File: config.mk
export PLATFORM = sky130hd
export DESIGN_NAME = sdl_loader
export DESIGN_NICKNAME = d
export VERILOG_FILES = /design/src/rtl/sdl_pkg.sv /design/src/rtl/sdl_chan_reg.sv /design/src/rtl/sdl_loader.sv
export SDC_FILE = /design/constraint.sdc
export NUM_CORES = 1
export LEC_CHECK = 0
export BUFFER_PORTS_ARGS = -buffer_cell sky130_fd_sc_hd__buf_2
export CORE_UTILIZATION = 35
export DETAILED_ROUTE_END_ITERATION = 8
export PLACE_DENSITY = 0.56
export REMOVE_ABC_BUFFERS = 1
export SYNTH_ARGS = -nofsm -noshare
export SYNTH_HDL_FRONTEND = slang
export SYNTH_HIERARCHICAL = 1
export SYNTH_SLANG_ARGS = --single-unit
File: constraint.sdc
create_clock -name i_core_clk -period 1.4 [get_ports i_core_clk]
set_input_delay 0.14 -clock i_core_clk [delete_from_list [all_inputs] [get_ports i_core_clk]]
set_output_delay 0.14 -clock i_core_clk [all_outputs]
set_load 0.05 [all_outputs]
File: src/rtl/sdl_pkg.sv
// package of constants for the serial channel latch loader
package sdl_pkg;
	localparam int         WORD_BITS   = 12;
	localparam int         ADDR_BITS   = 4;
	localparam int         VALUE_BITS  = 8;
	localparam int         NUM_CHAN    = 12;
	localparam int         ADDR_MSB    = 11;
	localparam int         ADDR_LSB    = 8;
	localparam logic [7:0] MIDSCALE    = 8'h80;
	localparam logic [11:0] WORD_RESET = 12'h000;
	localparam logic [3:0] LAST_ADDR   = 4'hB;
	// idle pin levels: power down, preset, select and clock high, data low
	localparam logic [4:0] PIN_IDLE    = 5'h1B;
endpackage : sdl_pkg

File: src/rtl/sdl_chan_reg.sv
// one channel value register with midscale preset
`timescale 1ns/1ps
module sdl_chan_reg #(
	parameter int W = 8
) (
	// clock and reset
	input  wire logic         i_core_clk,
	input  wire logic         i_rstn,
	// preset and load
	input  wire logic         i_preset,
	input  wire logic         i_load,
	input  wire logic [W-1:0] i_value,
	// stored value
	output logic      [W-1:0] o_value
);
	logic [W-1:0] value_q;
	logic [W-1:0] value_d;

	always_comb
	begin
		value_d = value_q;
		if (i_preset)
			value_d = W'(sdl_pkg::MIDSCALE); // RULE_15
		else if (i_load)
			value_d = i_value; // RULE_06
	end

	always_ff @(posedge i_core_clk)
	begin
		if (!i_rstn)
			value_q <= W'(sdl_pkg::MIDSCALE);
		else
			value_q <= value_d;
	end

	assign o_value = value_q;
endmodule : sdl_chan_reg

File: src/rtl/sdl_loader.sv
// serial word loader feeding twelve channel value registers
// ----------------------------------------------------------------------
// Notes on behaviour
// [RULE_01] select high: shift clock ignored, serial register held.
// [RULE_02] select low: each rising shift clock edge shifts in one data bit.
// [RULE_03] host keeps shift clock high when select rises.
// [RULE_04] rising select captures the last twelve shifted bits.
// [RULE_05] rising select enables decoder, loading at most one channel.
// [RULE_06] chosen channel takes the low eight bits; others unchanged.
// [RULE_07] word is four address bits then eight value bits.
// [RULE_08] surplus leading bits are dropped; only the final twelve count.
// [RULE_09] host frames each channel word with its own select low.
// [RULE_10] host lowers select before the first shift clock edge.
// [RULE_11] power down low opens every channel output.
// [RULE_12] bits arrive most significant first, address then value.
// [RULE_13] channel number is address plus one; 1011 is the twelfth.
// [RULE_14] power down keeps every channel register value.
// [RULE_15] preset low loads every channel register with 128.
// [RULE_16] address codes 1100 to 1111 change no channel.
// ----------------------------------------------------------------------
`timescale 1ns/1ps
module sdl_loader #(
	parameter int NUM_CHAN = sdl_pkg::NUM_CHAN,
	parameter int VAL_W    = sdl_pkg::VALUE_BITS
) (
	// clock and reset
	input  wire logic                      i_core_clk,
	input  wire logic                      i_rstn,
	// serial link pins
	input  wire logic                      i_select_low,
	input  wire logic                      i_shift_clk,
	input  wire logic                      i_serial_in_pin,
	// control pins
	input  wire logic                      i_midscale_preset_low,
	input  wire logic                      i_power_down_low,
	// channel outputs: value and output enable (low = driving)
	output logic [NUM_CHAN*VAL_W-1:0]      o_channel_outputs,
	output logic [NUM_CHAN-1:0]            o_channel_oe_n,
	// last captured word
	output logic [sdl_pkg::WORD_BITS-1:0]  o_word
);
	localparam int WB = sdl_pkg::WORD_BITS;

	// ------------------------------------------------------------------
	// pin synchronisers
	// ------------------------------------------------------------------
	logic [4:0] meta_q;
	logic [4:0] sync_q;
	logic       sclk_prev_q;
	logic       sel_prev_q;

	always_ff @(posedge i_core_clk)
	begin
		if (!i_rstn)
		begin
			meta_q      <= sdl_pkg::PIN_IDLE;
			sync_q      <= sdl_pkg::PIN_IDLE;
			sclk_prev_q <= 1'b1;
			sel_prev_q  <= 1'b1;
		end
		else
		begin
			meta_q      <= {i_power_down_low, i_midscale_preset_low, i_serial_in_pin,
			                i_shift_clk, i_select_low};
			sync_q      <= meta_q;
			sclk_prev_q <= sync_q[1];
			sel_prev_q  <= sync_q[0];
		end
	end

	logic sel_n;
	logic sclk_rise;
	logic sel_rise;
	logic sdata;
	logic preset;
	logic pd;
	assign sel_n     = sync_q[0];
	assign sclk_rise = sync_q[1] & ~sclk_prev_q;
	assign sel_rise  = sel_n & ~sel_prev_q;
	assign sdata     = sync_q[2];
	assign preset    = ~sync_q[3];
	assign pd        = ~sync_q[4];

	// ------------------------------------------------------------------
	// serial register and word capture
	// ------------------------------------------------------------------
	// a twelve bit window naturally drops older leading bits
	logic [WB-1:0] shift_q;
	logic [WB-1:0] shift_d;
	logic [WB-1:0] word_q;
	logic [WB-1:0] word_d;
	logic          load_q;
	logic          load_d;

	always_comb
	begin
		shift_d = shift_q; // RULE_01
		if (!sel_n && sclk_rise)
			shift_d = {shift_q[WB-2:0], sdata}; // RULE_02 RULE_08 RULE_12
		word_d = word_q;
		load_d = 1'b0;
		if (sel_rise)
		begin
			word_d = shift_q; // RULE_04
			load_d = 1'b1; // RULE_05
		end
	end

	always_ff @(posedge i_core_clk)
	begin
		if (!i_rstn)
		begin
			shift_q <= sdl_pkg::WORD_RESET;
			word_q  <= sdl_pkg::WORD_RESET;
			load_q  <= 1'b0;
		end
		else
		begin
			shift_q <= shift_d;
			word_q  <= word_d;
			load_q  <= load_d;
		end
	end

	// ------------------------------------------------------------------
	// address decode and channel registers
	// ------------------------------------------------------------------
	logic [3:0]       addr;
	logic [VAL_W-1:0] val;
	assign addr = word_q[sdl_pkg::ADDR_MSB:sdl_pkg::ADDR_LSB]; // RULE_07
	assign val  = word_q[VAL_W-1:0];

	logic [NUM_CHAN*VAL_W-1:0] chan_val;
	genvar g;
	generate
		for (g = 0; g < NUM_CHAN; g++)
		begin : g_chan
			logic hit;
			// channel g answers to address g; unused codes hit nothing
			assign hit = load_q && (addr == 4'(g)); // RULE_05 RULE_13 RULE_16
			sdl_chan_reg #(
				.W       (VAL_W)
			) u_reg (
				.i_core_clk (i_core_clk),
				.i_rstn     (i_rstn),
				.i_preset   (preset),
				.i_load     (hit),
				.i_value    (val),
				.o_value    (chan_val[g*VAL_W +: VAL_W])
			);
		end
	endgenerate

	// ------------------------------------------------------------------
	// output stage
	// ------------------------------------------------------------------
	logic [NUM_CHAN*VAL_W-1:0] out_q;
	logic [NUM_CHAN-1:0]       oe_n_q;
	logic [NUM_CHAN-1:0]       oe_n_d;

	always_comb
	begin
		oe_n_d = pd ? {NUM_CHAN{1'b1}} : {NUM_CHAN{1'b0}}; // RULE_11
	end

	always_ff @(posedge i_core_clk)
	begin
		if (!i_rstn)
		begin
			out_q  <= '0;
			oe_n_q <= '1;
		end
		else
		begin
			out_q  <= chan_val; // RULE_14
			oe_n_q <= oe_n_d;
		end
	end

	assign o_channel_outputs = out_q;
	assign o_channel_oe_n    = oe_n_q;
	assign o_word            = word_q;
endmodule : sdl_loader

Yosys cells after proc, flatten, opt, wreduce, memory -nomap -nowiden
Index checks and enable logic that the tools add are counted.

Bitwise gates (word level): 4. Eq/ne operators: 11. Reductions and logical operators: 16. Muxes and demuxes: 2.

Operators with widths (number): $eq A4 B3 Y1 const B (4); $eq A4 B4 Y1 const B (4); $logic_and A1 B1 Y1 (13); $mux W12 (1); $eq A4 B2 Y1 const B (2); $eq A4 B1 Y1 const B (1); $logic_not A4 Y1 (1); $and A1 B1 Y1 (2); $not A1 Y1 (2); $reduce_and A2 Y1 (1); $logic_not A1 Y1 (1); $mux W1 (1).

Word-level logic and storage cells: 54. Flip-flop bits (word level): 241. Output and inout bits: 120. Input bits: 7.

Logic depth before layout (Yosys ltp)
Gate-level depths: netlist of the first run.

Word-level depth: 3. Mapped depth: 6. Gate-level depth less buffers: 4.

By module
Netlist of the first run, hierarchy kept.

By module, submodules not included: sdl_loader (area each 4026.4 um2, seq. area each 2682.6 um2, instances 1, cells an instance 371); sdl_chan_reg (area each 290.3 um2, seq. area each 160.2 um2, instances 12, cells an instance 27).

Least setup slack after synthesis of the first run
OpenSTA, ideal clock, no wires.

Path type: flip-flop to flip-flop. Start point: register word_q[9] (netlist: o_word[9]). End point: register g_chan[0].u_reg.value_q[7]. Clock period less this slack: 1.689 ns. Data arrival time: 1.569 ns. Buffers on the path: 1. Path slack: -0.289 ns. Cell stages (with the launch flop): 6. Path through: dfxtp_1 or3b_1 nor3_1 buf_4 nor2b_1 a211o_1.

Longest elaborated chain between the ends: 2.

RTL lines: from (decl) (RTL line sdl_loader.sv:90) `logic [WB-1:0] word_q;`; from (signal assigned) (RTL line sdl_loader.sv:114) `word_q <= sdl_pkg::WORD_RESET;`; from (signal assigned) (RTL line sdl_loader.sv:120) `word_q <= word_d;`; $logic_not A4 Y1 (RTL line sdl_loader.sv:140) `assign hit = load_q && (addr == 4'(g));`; $logic_and A1 B1 Y1 (RTL line sdl_loader.sv:140); via g_chan[0].hit (RTL line sdl_loader.sv:138) `logic hit;`; to (signal assigned) (RTL line sdl_chan_reg.sv:31) `value_q <= W'(sdl_pkg::MIDSCALE);`; to (signal assigned) (RTL line sdl_chan_reg.sv:33) `value_q <= value_d;`; to (decl) (RTL line sdl_chan_reg.sv:16) `logic [W-1:0] value_q;`.

The timed path passes the listed nets, and every way through them passes these cells. A chain may end at the register's enable or synchronous reset.

Final worst setup path of the first run
Ends and elaborated chain as after synthesis.

==> run_results.csv, run 1 <==
group,metric,value,unit
global_route,global_route.peak_usage_layer,"met2",
yosys,sequential_to_total_area_share_from_yosys_stat,0.613,
yosys,flops_latches_synth,230,
yosys,synth-warning-count,6,
yosys,synthTopCellsByArea,"sky130_fd_sc_hd__dfxtp_1 (61%), sky130_fd_sc_hd__mux2i_1 (11%), sky130_fd_sc_hd__and2_1 (8.2%)",
detailed_routing,avgViaCountPerCell,4.33,
floorplan,die_height,148,um
finish,drive_above_1_share,0.289,
yosys,syn-instance-count,695,
cts,clk-insertion-delay-late,510,ps
detailed_routing,route.detailed.drc,0,
cts,cts-htree-levels,1,
setup_path,timing.critical_path.fanout_max,5,
yosys,yosys_most_used_dff,"sky130_fd_sc_hd__dfxtp_1",
setup_path,critical_path_required,1800,ps
hold_path,hp-class,"primary input to flip-flop",
yosys,avgSynthCellArea,10.8,um^2
cts,tritoncts,"done",
yosys,synth.top_cells.by_count,"sky130_fd_sc_hd__dfxtp_1 (230), sky130_fd_sc_hd__and2_1 (99), sky130_fd_sc_hd__nor2_1 (92)",
sta,timing.max_slew.rel_slack,0.676,
yosys,post_synth_num_cell_types,23,
floorplan,die_area,0.0220,mm^2
run_status,violated_checks,"setup timing",
sta,worst_pin_slew,485,ps
global_route,gr_layer_usage_met2,0.246,
global_route,grtUsageMet3,0.0371,
floorplan,floorplan.die.width,148,um
floorplan,placeableCoreArea,0.0210,mm^2
finish,fin_cells,1153,
global_route,grt_pass1_wl,26.0,mm
finish,layout-area-overhead-vs-synth,29.8,%
finish,finish.utilization,0.464,
global_route,globalRoute.totalOverflow,0,
setup_path,end_kind,"flip-flop",
floorplan,std_cell_rows,53,
cts,clk_pin_slew,60,ps
cts,root_buf_cell,"sky130_fd_sc_hd__clkbuf_16",
detailed_routing,post_drt_wl_per_cell,14.3,um
place,placedInstanceArea,0.00862,mm^2
sta,max_freq,668,MHz
sta,minimum_setup_slack_in_the_final_design,-96.8,ps
place,hpwlAfterDp,10.8,mm
setup_path,path_class,"flip-flop to flip-flop",
yosys,async_reset_ff_frac,0,
sta,final.hold.worst_slack,117,ps
yosys,most_instantiated_library_cell_after_synthesis,"sky130_fd_sc_hd__dfxtp_1",
floorplan,num_io_pins,127,
flow_run,max_cap_viol_count,0,
global_route,grt.total_usage,0.149,
global_route,maximum_number_of_pins_on_one_net_before_global_route_repair,44,
place,dpl_worst_slack,-108,ps
global_route,first_global_vias,4893,
sta,period_needed,1500,ps
place,place.port_buffers,126,
sta,finalMaxSlewViolations,0,
place,numPlacedInstances,1095,
detailed_routing,routed_wl,16.5,mm
sta,final_number_of_setup_violating_endpoints,46,
global_route,grt_antenna_before_repair,0,
setup_path,cp.arrival,1900,ps
detailed_routing,detail_route.first_pass.iterations,4,
detailed_routing,drt-initial-drc-count,261,
run_status,status,"complete, but fails checks",
yosys,number_of_synthesized_flops_with_an_enable_pin,0,
detailed_routing,dr_total_vias,4990,
yosys,netlist_area_before_placement,0.00751,mm^2
place,place.gp.congestion,0.734,
yosys,synthDominantAreaCellType,"sky130_fd_sc_hd__dfxtp_1",
finish,fin_nets,870,
sta,period_share,1.07,
power_and_ir_drop,power,13.2,mW
sta,grt_setup_unrepaired,"true",
cts,number_of_sinks_handled_by_clock_tree_synthesis,230,
detailed_routing,postRouteAntennaNets,0,
sta,setup_clock_skew_after_layout,14.6,ps
power_and_ir_drop,irDropWorstVdd,0.825,mV
power_and_ir_drop,cellPowerDensity,1350,mW/mm^2
power_and_ir_drop,power.leakage,4.02,nW
cts,number_of_buffers_on_the_longest_clock_path,3,
global_route,globalRouteMet1Util,0.195,
sta,fin_setup_tns,-1730,ps
finish,fillCellCount,2004,
finish,n_antenna_cell,0,
yosys,synth.top_cell.area_share,0.613,
cts,cts_buffers,24,
sta,report.final.hold_viol_count,0,
floorplan,effective_utilization_at_floorplan,0.357,
setup_path,start_kind,"flip-flop",
finish,stdcell_area,0.00975,mm^2
## worst paths after layout
check / endpoint / depth (start not counted) / from / slack [ps]
max: g_chan[0].u_reg/o_value[7]$_SDFFE_PP1P_ / 5 / o_word[9]$_SDFFE_PN0P_ / -100
min: shift_q[11]$_SDFFE_PN0P_ / 3 / i_rstn / 120
max reg2reg: g_chan[0].u_reg/o_value[7]$_SDFFE_PP1P_ / 5 / o_word[9]$_SDFFE_PN0P_ / -100
min reg2reg: o_channel_oe_n[10]$_SDFF_PN1_ / 1 / sync_q[4]$_SDFF_PN1_ / 370
## flip-flops by register name, indices dropped and copies added, names as in the netlist
| signal | flops |
|---|---|
| o_channel_oe_n | 1 |
| sync_q | 5 |
| meta_q | 5 |
| g_chan.u_reg/o_value | 96 |
| sel_prev_q | 1 |
| o_word | 12 |
| o_channel_outputs | 96 |
| sclk_prev_q | 1 |
| load_q | 1 |
| shift_q | 12 |
## where the power goes
group | internal, mW | switching (mW)
Sequential | 6.58 | 0.0145
Clock | 3.61 | 2.53
Combinational | 0.129 | 0.303
Total | 10.3 | 2.84
## cell families after synthesis
family	synth area share
and+or+nand+nor	0.196
DFF	0.613
AOI/OAI and AO/OA	0.0340
muxes	0.112
buffers and inverters	0.0447
## worst max-delay path, stage by stage (launching register included)
cell	delay [ps]
sky130_fd_sc_hd__dfxtp_2	320
sky130_fd_sc_hd__or3b_4	460
sky130_fd_sc_hd__nor3_4	190
sky130_fd_sc_hd__buf_6	160
sky130_fd_sc_hd__nor2b_1	50
sky130_fd_sc_hd__a211o_1	210
## metal layers
| layer | wire length [um] | part of all wire |
|---|---|---|
| met5 | 0 | 0 |
| met4 | 276 | 0.017 |
| met2 | 7530 | 0.46 |
| met3 | 963 | 0.058 |
| met1 | 7710 | 0.47 |
## layout by cell type, fill, tap and decap left out, types with 2 or more instances in the layout
cell type / instances
sky130_fd_sc_hd__nand2_1: 38
sky130_fd_sc_hd__a211o_1: 12
sky130_fd_sc_hd__buf_6: 21
sky130_fd_sc_hd__nand2b_1: 24
sky130_fd_sc_hd__dlygate4sd3_1: 5
sky130_fd_sc_hd__nor2b_1: 11
sky130_fd_sc_hd__nor3_4: 2
sky130_fd_sc_hd__dfxtp_1: 218
sky130_fd_sc_hd__a21boi_0: 3
sky130_fd_sc_hd__clkbuf_8: 5
sky130_fd_sc_hd__clkinvlp_4: 2
sky130_fd_sc_hd__buf_4: 53
sky130_fd_sc_hd__clkbuf_16: 24
sky130_fd_sc_hd__nor2_4: 2
sky130_fd_sc_hd__clkbuf_1: 5
sky130_fd_sc_hd__and2_1: 99
sky130_fd_sc_hd__nor2_2: 3
sky130_fd_sc_hd__dfxtp_2: 10
sky130_fd_sc_hd__buf_2: 112
sky130_fd_sc_hd__nand3b_1: 2
sky130_fd_sc_hd__mux2i_1: 84
sky130_fd_sc_hd__nand3_1: 13
sky130_fd_sc_hd__nor2_1: 87
sky130_fd_sc_hd__a21boi_1: 9
sky130_fd_sc_hd__clkinv_2: 2
sky130_fd_sc_hd__o21ai_0: 12
sky130_fd_sc_hd__dfxtp_4: 2
sky130_fd_sc_hd__nor3_2: 2
sky130_fd_sc_hd__buf_12: 5
## timing repair
action	in CTS	in global routing
gates resized for setup	50	30
endpoints found under the hold margin	5	0
buffers inserted	2	6
hold buffers	5	0
endpoints found under the setup margin	73	99
pin swaps	2	11
gates cloned	4	1
## cell type report
class / instances / area, um^2 / share of cell area
flip-flops and latches: 230 / 4620 / 0.475
clock inverters: 7 / 80.1 / 0.00822
repair buffers: 198 / 1370 / 0.140
inverters: 1 / 3.75 / 0.000385
multi-input cells: 408 / 2640 / 0.271
well taps: 275 / 344 / 0.0353
clock buffers: 34 / 688 / 0.0706
No activity file was read; power rests on OpenSTA's default activity.
==> inputs of run 2 (changes only) <==
==> constraint.sdc (replaced) <==
create_clock -name i_core_clk -period 1.4 [get_ports i_core_clk]
set_input_delay 0.14 -clock i_core_clk [delete_from_list [all_inputs] [get_ports i_core_clk]]
set_output_delay 0.14 -clock i_core_clk [all_outputs]
set_load 0.02 [all_outputs]
==> run_results.csv, run 2 (synthesis results as in run 1) <==
group,metric,value,unit
setup_path,timing.critical_path.fanout_max,9,
run_status,status,"complete, but fails checks",
floorplan,placeableCoreArea,0.0210,mm^2
global_route,grt_pass1_wl,25.0,mm
finish,commonest_non_fill_non_tap_cells_in_the_layout,"sky130_fd_sc_hd__dfxtp_1 (221), sky130_fd_sc_hd__buf_2 (122), sky130_fd_sc_hd__and2_1 (99)",
detailed_routing,routedLengthMet1,7.57,mm
sta,minimum_setup_slack_in_the_final_design,-99.6,ps
detailed_routing,post_drt_wl_per_cell,13.9,um
detailed_routing,drt-initial-drc-count,185,
setup_path,crit_family,"simple AND/OR/NAND/NOR gates",
setup_path,buf_inv_on_cp,2,
setup_path,r2r_start,"o_word[10]$_SDFFE_PN0P_",
power_and_ir_drop,clkPwrFrac,0.524,
finish,layout-area-overhead-vs-synth,32.0,%
global_route,globalRoute.totalOverflow,0,
floorplan,floorplan.die.width,148,um
sta,final_number_of_setup_violating_endpoints,43,
power_and_ir_drop,irDropWorstVdd,0.711,mV
finish,fillCellCount,1971,
place,numPlacedInstances,1093,
detailed_routing,route.detailed.drc,0,
setup_path,critical_path_required,1790,ps
detailed_routing,avgViaCountPerCell,4.25,
setup_path,end_kind,"flip-flop",
cts,number_of_sinks_handled_by_clock_tree_synthesis,230,
detailed_routing,detail_route.first_pass.iterations,4,
setup_path,worst_path_largest_cell_delay,320,ps
finish,stdcell_area,0.00992,mm^2
place,hpwlAfterDp,10.6,mm
detailed_routing,postRouteAntennaNets,0,
setup_path,path_class,"flip-flop to flip-flop",
floorplan,die_area,0.0220,mm^2
sta,timing.max_slew.rel_slack,0.650,
floorplan,effective_utilization_at_floorplan,0.357,
setup_path,timing.critical_path.slowest_stage_cell,"sky130_fd_sc_hd__dfxtp_2",
power_and_ir_drop,p_switching,2.78,mW
detailed_routing,highest-signal-layer,"met4",
global_route,first_global_vias,4734,
detailed_routing,route.met3.wl,1.00,mm
power_and_ir_drop,cellPowerDensity,1470,mW/mm^2
finish,fin_nets,872,
flow_run,max_cap_viol_count,0,
cts,tritoncts,"done",
cts,cts_buffers,25,
finish,multi_input_comb_area,0.00265,mm^2
detailed_routing,dr_total_vias,4918,
power_and_ir_drop,p_seq_frac,0.453,
global_route,grt.total_usage,0.144,
place,place.port_buffers,126,
sta,max_freq,667,MHz
setup_path,termination_of_the_worst_setup_path,"g_chan[2].u_reg/o_value[7]$_SDFFE_PP1P_",
power_and_ir_drop,p_int,11.8,mW
setup_path,rrSetupSlack,-100,ps
finish,final_common_cell,"sky130_fd_sc_hd__dfxtp_1",
power_and_ir_drop,fraction_of_power_spent_switching_nets,0.191,
setup_path,critical_path.startpoint,"o_word[10]$_SDFFE_PN0P_",
power_and_ir_drop,power.leakage,4.10,nW
hold_path,hp-class,"primary input to flip-flop",
setup_path,crit_chain,"buf_6 -> nand3b_1 -> nor3_1 -> buf_4 -> nor2b_1 -> a211o_1",
cts,cts-htree-levels,1,
finish,fin_cells,1157,
detailed_routing,met2_wirelength,7.32,mm
floorplan,std_cell_rows,53,
run_status,violated_checks,"setup timing",
setup_path,reg2reg_to,"g_chan[2].u_reg/o_value[7]$_SDFFE_PP1P_",
place,place.gp.congestion,0.771,
cts,number_of_buffers_on_the_longest_clock_path,3,
cts,clk-insertion-delay-late,500,ps
floorplan,num_io_pins,127,
detailed_routing,routed_wl,16.1,mm
power_and_ir_drop,pwr-share-comb,0.023,
setup_path,cp_num_cells,6,
sta,period_needed,1500,ps
cts,root_buf_cell,"sky130_fd_sc_hd__clkbuf_16",
sta,report.final.hold_viol_count,0,
setup_path,cp.arrival,1890,ps
sta,setup_clock_skew_after_layout,8.25,ps
finish,n_antenna_cell,0,
setup_path,start_kind,"flip-flop",
setup_path,worstRegToRegCells,6,
finish,register_cell_area_after_layout,0.00462,mm^2
sta,worst_pin_slew,525,ps
global_route,grt_antenna_before_repair,0,
floorplan,die_height,148,um
finish,drive_above_1_share,0.291,
place,placedInstanceArea,0.00859,mm^2
global_route,maximum_number_of_pins_on_one_net_before_global_route_repair,29,
cts,clk_pin_slew,60,ps
sta,finalMaxSlewViolations,0,
sta,period_share,1.07,
sta,grt_setup_unrepaired,"true",
run 2: cell count changes in the layout (fill, tap and decap cells not counted), sizes merged:
cell,delta
clkinv,+2
inv,-1
dlygate4sd3,+3
bufinv,+8
clkbuf,-6
buf,-2
run 2: stage by stage:
step	utilization	power [mW]	setup WS, ps	setup TNS (ps)	hold WS (ps)
floorplan	-	6.88	-729	-43000	209
global placement	0.409	7.06	-126	-2330	319
detailed placement	0.409	7.06	-146	-2720	324
CTS	0.464	14.8	-91.8	-1580	325
global route	0.472	15.1	-172	-6550	343
finish	0.472	14.6	-99.6	-1550	351
run 2: cell type report:
type | instances | share of cell area
Clock buffer | 28 | 0.0673
Clock inverter | 16 | 0.0313
Inverter | 1 | 0.000379
Multi-Input combinational cell | 408 | 0.267
Sequential cell | 230 | 0.466
Tap cell | 275 | 0.0347
Timing Repair Buffer | 199 | 0.134
run 2: what timing repair did:
action,4_1_cts,5_1_grt
pin swaps,2,4
cloned,4,2
buffers inserted,0,6
endpoints found under the setup margin,68,97
hold endpoints to repair,7,0
hold buffers,8,0
gates resized for setup,30,26
run 2: per-layer routing:
| layer | track usage | up-vias |
|---|---|---|
| li1 | - | 2562 |
| met1 | 0.193 | 2237 |
| met2 | 0.233 | 104 |
| met3 | 0.0371 | 15 |
| met4 | 0.0304 | 0 |
| met5 | 0 | - |
run 2: worst min-delay path by stage:
stage / start / end / cells after the start
final: i_shift_clk / meta_q[1]$_SDFF_PN1_ / 3
after global routing: i_select_low / meta_q[0]$_SDFF_PN1_ / 3
after CTS: i_shift_clk / meta_q[1]$_SDFF_PN1_ / 3
after detailed placement: i_shift_clk / meta_q[1]$_SDFF_PN1_ / 2
after global placement: i_shift_clk / meta_q[1]$_SDFF_PN1_ / 2
after floorplan: i_rstn / o_channel_oe_n[10]$_SDFF_PN1_ / 1
run 2: tightest hold or removal path: stages:
cell and delay [ps]:
sky130_fd_sc_hd__dlygate4sd3_1 520, sky130_fd_sc_hd__buf_2 90, sky130_fd_sc_hd__nand2b_1 80
run 2: power by group through the flow:
stage	registers, mW	clock network [mW]	logic, mW
floorplan	6.79	0	0.0831
global placement	6.74	0	0.324
detailed placement	6.74	0	0.324
CTS	6.59	7.84	0.344
global route	6.59	8.12	0.370
finish	6.59	7.63	0.337
==> inputs of run 3 (changes only) <==
--- a/config.mk
+++ b/config.mk
@@ -6,6 +6,7 @@
 export NUM_CORES = 1
 export LEC_CHECK = 0
 export BUFFER_PORTS_ARGS = -buffer_cell sky130_fd_sc_hd__buf_2
+export CORE_MARGIN = 8
 export CORE_UTILIZATION = 35
 export DETAILED_ROUTE_END_ITERATION = 8
 export PLACE_DENSITY = 0.56
==> run_results.csv, run 3 (synthesis results as in run 1) <==
group,metric,value,unit
run_status,status,"complete, but fails checks",
run_status,violated_checks,"setup timing",
detailed_routing,routed_wl,17.4,mm
cts,cts-htree-levels,1,
detailed_routing,routedLengthMet1,7.92,mm
sta,report.final.hold_viol_count,0,
place,place.gp.congestion,0.712,
sta,worst_pin_slew,545,ps
cts,tritoncts,"done",
global_route,maximum_number_of_pins_on_one_net_before_global_route_repair,32,
detailed_routing,avgViaCountPerCell,4.31,
place,dpl_worst_slack,-165,ps
place,place.port_buffers,126,
setup_path,cp.arrival,1920,ps
detailed_routing,post_drt_wl_per_cell,15.1,um
floorplan,std_cell_rows,53,
global_route,grt_pass1_wl,27.0,mm
detailed_routing,route.met3.wl,1.20,mm
finish,fin_cells,1149,
setup_path,start_kind,"flip-flop",
place,hpwlAfterDp,11.4,mm
finish,layout-area-overhead-vs-synth,30.1,%
floorplan,floorplan.die.width,162,um
cts,number_of_buffers_on_the_longest_clock_path,3,
floorplan,die_area,0.0264,mm^2
finish,register_cell_area_after_layout,0.00462,mm^2
place,placedInstanceArea,0.00865,mm^2
power_and_ir_drop,power.leakage,4.00,nW
flow_run,max_cap_viol_count,0,
detailed_routing,postRouteAntennaNets,0,
sta,max_freq,662,MHz
cts,number_of_sinks_handled_by_clock_tree_synthesis,230,
sta,setup_clock_skew_after_layout,18.4,ps
global_route,globalRoute.totalOverflow,0,
finish,stdcell_area,0.00977,mm^2
finish,commonest_non_fill_non_tap_cells_in_the_layout,"sky130_fd_sc_hd__dfxtp_1 (222), sky130_fd_sc_hd__buf_2 (115), sky130_fd_sc_hd__and2_1 (99)",
setup_path,timing.critical_path.fanout_max,5,
sta,fin_setup_tns,-3260,ps
power_and_ir_drop,power,13.0,mW
setup_path,path_class,"flip-flop to flip-flop",
finish,final_common_cell,"sky130_fd_sc_hd__dfxtp_1",
detailed_routing,highest-signal-layer,"met4",
finish,finish.utilization,0.465,
finish,drive_above_1_share,0.284,
floorplan,num_io_pins,127,
floorplan,effective_utilization_at_floorplan,0.357,
global_route,grt.total_usage,0.127,
sta,grt_setup_unrepaired,"true",
sta,minimum_setup_slack_in_the_final_design,-111,ps
cts,cts_buffers,25,
finish,fin_nets,868,
floorplan,placeableCoreArea,0.0210,mm^2
power_and_ir_drop,irDropWorstVdd,0.846,mV
detailed_routing,route.detailed.drc,0,
cts,clk_pin_slew,60,ps
sta,final.hold.worst_slack,337,ps
detailed_routing,met2_wirelength,7.83,mm
sta,final_number_of_setup_violating_endpoints,61,
global_route,first_global_vias,5007,
place,numPlacedInstances,1092,
setup_path,end_kind,"flip-flop",
cts,clk-insertion-delay-late,520,ps
cts,root_buf_cell,"sky130_fd_sc_hd__clkbuf_16",
finish,multi_input_comb_area,0.00267,mm^2
sta,period_share,1.08,
sta,timing.max_slew.rel_slack,0.637,
detailed_routing,drt-initial-drc-count,253,
finish,n_antenna_cell,0,
setup_path,rrSetupSlack,-110,ps
detailed_routing,dr_total_vias,4952,
setup_path,critical_path_required,1800,ps
hold_path,hp-class,"primary input to flip-flop",
finish,fillCellCount,1997,
sta,finalMaxSlewViolations,0,
power_and_ir_drop,cellPowerDensity,1330,mW/mm^2
floorplan,die_height,162,um
global_route,grt_antenna_before_repair,0,
sta,period_needed,1510,ps
detailed_routing,detail_route.first_pass.iterations,4,
-- run 3: changes by cell type in the layout (fill, tap and decap cells not counted), moves of 2 or more --
cell,previous run,this run
sky130_fd_sc_hd__dfxtp_2,8,6
sky130_fd_sc_hd__buf_2,122,115
sky130_fd_sc_hd__buf_12,3,9
sky130_fd_sc_hd__buf_4,48,45
sky130_fd_sc_hd__bufinv_16,9,1
sky130_fd_sc_hd__clkbuf_1,0,4
sky130_fd_sc_hd__nor3_2,0,2
-- run 3: repair_timing --
item / CTS / global route
hold buffers: 8 / 0
gates resized for setup: 35 / 37
setup buffers: 1 / 2
pin swaps: 2 / 8
cloned: 3 / 3
hold endpoints to repair: 12 / 0
endpoints found under the setup margin: 82 / 113
-- run 3: power by group --
group / leakage (nW) / switching (mW) / internal (mW)
Sequential: 1.86 / 0.0136 / 6.58
Combinational: 1.77 / 0.211 / 0.134
Clock: 0.373 / 2.49 / 3.59
Total: 4.00 / 2.71 / 10.3
-- run 3: cell type report --
class / instances / share of cell area
clock buffers: 32 / 0.0698
flip-flops and latches: 230 / 0.473
inverters: 1 / 0.000384
clock inverters: 8 / 0.00730
well taps: 275 / 0.0352
multi-input cells: 408 / 0.273
repair buffers: 195 / 0.142
-- run 3: critical path, stage by stage (launching register included) --
cell,delay [ps]
sky130_fd_sc_hd__dfxtp_2,330
sky130_fd_sc_hd__buf_6,110
sky130_fd_sc_hd__nand3b_1,240
sky130_fd_sc_hd__buf_4,200
sky130_fd_sc_hd__nor2_4,140
sky130_fd_sc_hd__buf_12,140
sky130_fd_sc_hd__nor2b_1,40
sky130_fd_sc_hd__a211o_1,210
-- run 3: final timing paths --
check / from / to / depth (start not counted)
max: o_word[10]$_SDFFE_PN0P_ / g_chan[10].u_reg/o_value[7]$_SDFFE_PP1P_ / 7
min: i_select_low / meta_q[0]$_SDFF_PN1_ / 3
max reg2reg: o_word[10]$_SDFFE_PN0P_ / g_chan[10].u_reg/o_value[7]$_SDFFE_PP1P_ / 7
min reg2reg: sync_q[4]$_SDFF_PN1_ / o_channel_oe_n[10]$_SDFF_PN1_ / 1
-- run 3: routing by layer --
layer	global-route usage	vias to the layer above
li1	-	2553
met1	0.156	2244
met2	0.210	122
met3	0.0367	33
met4	0.0429	0
met5	0	-
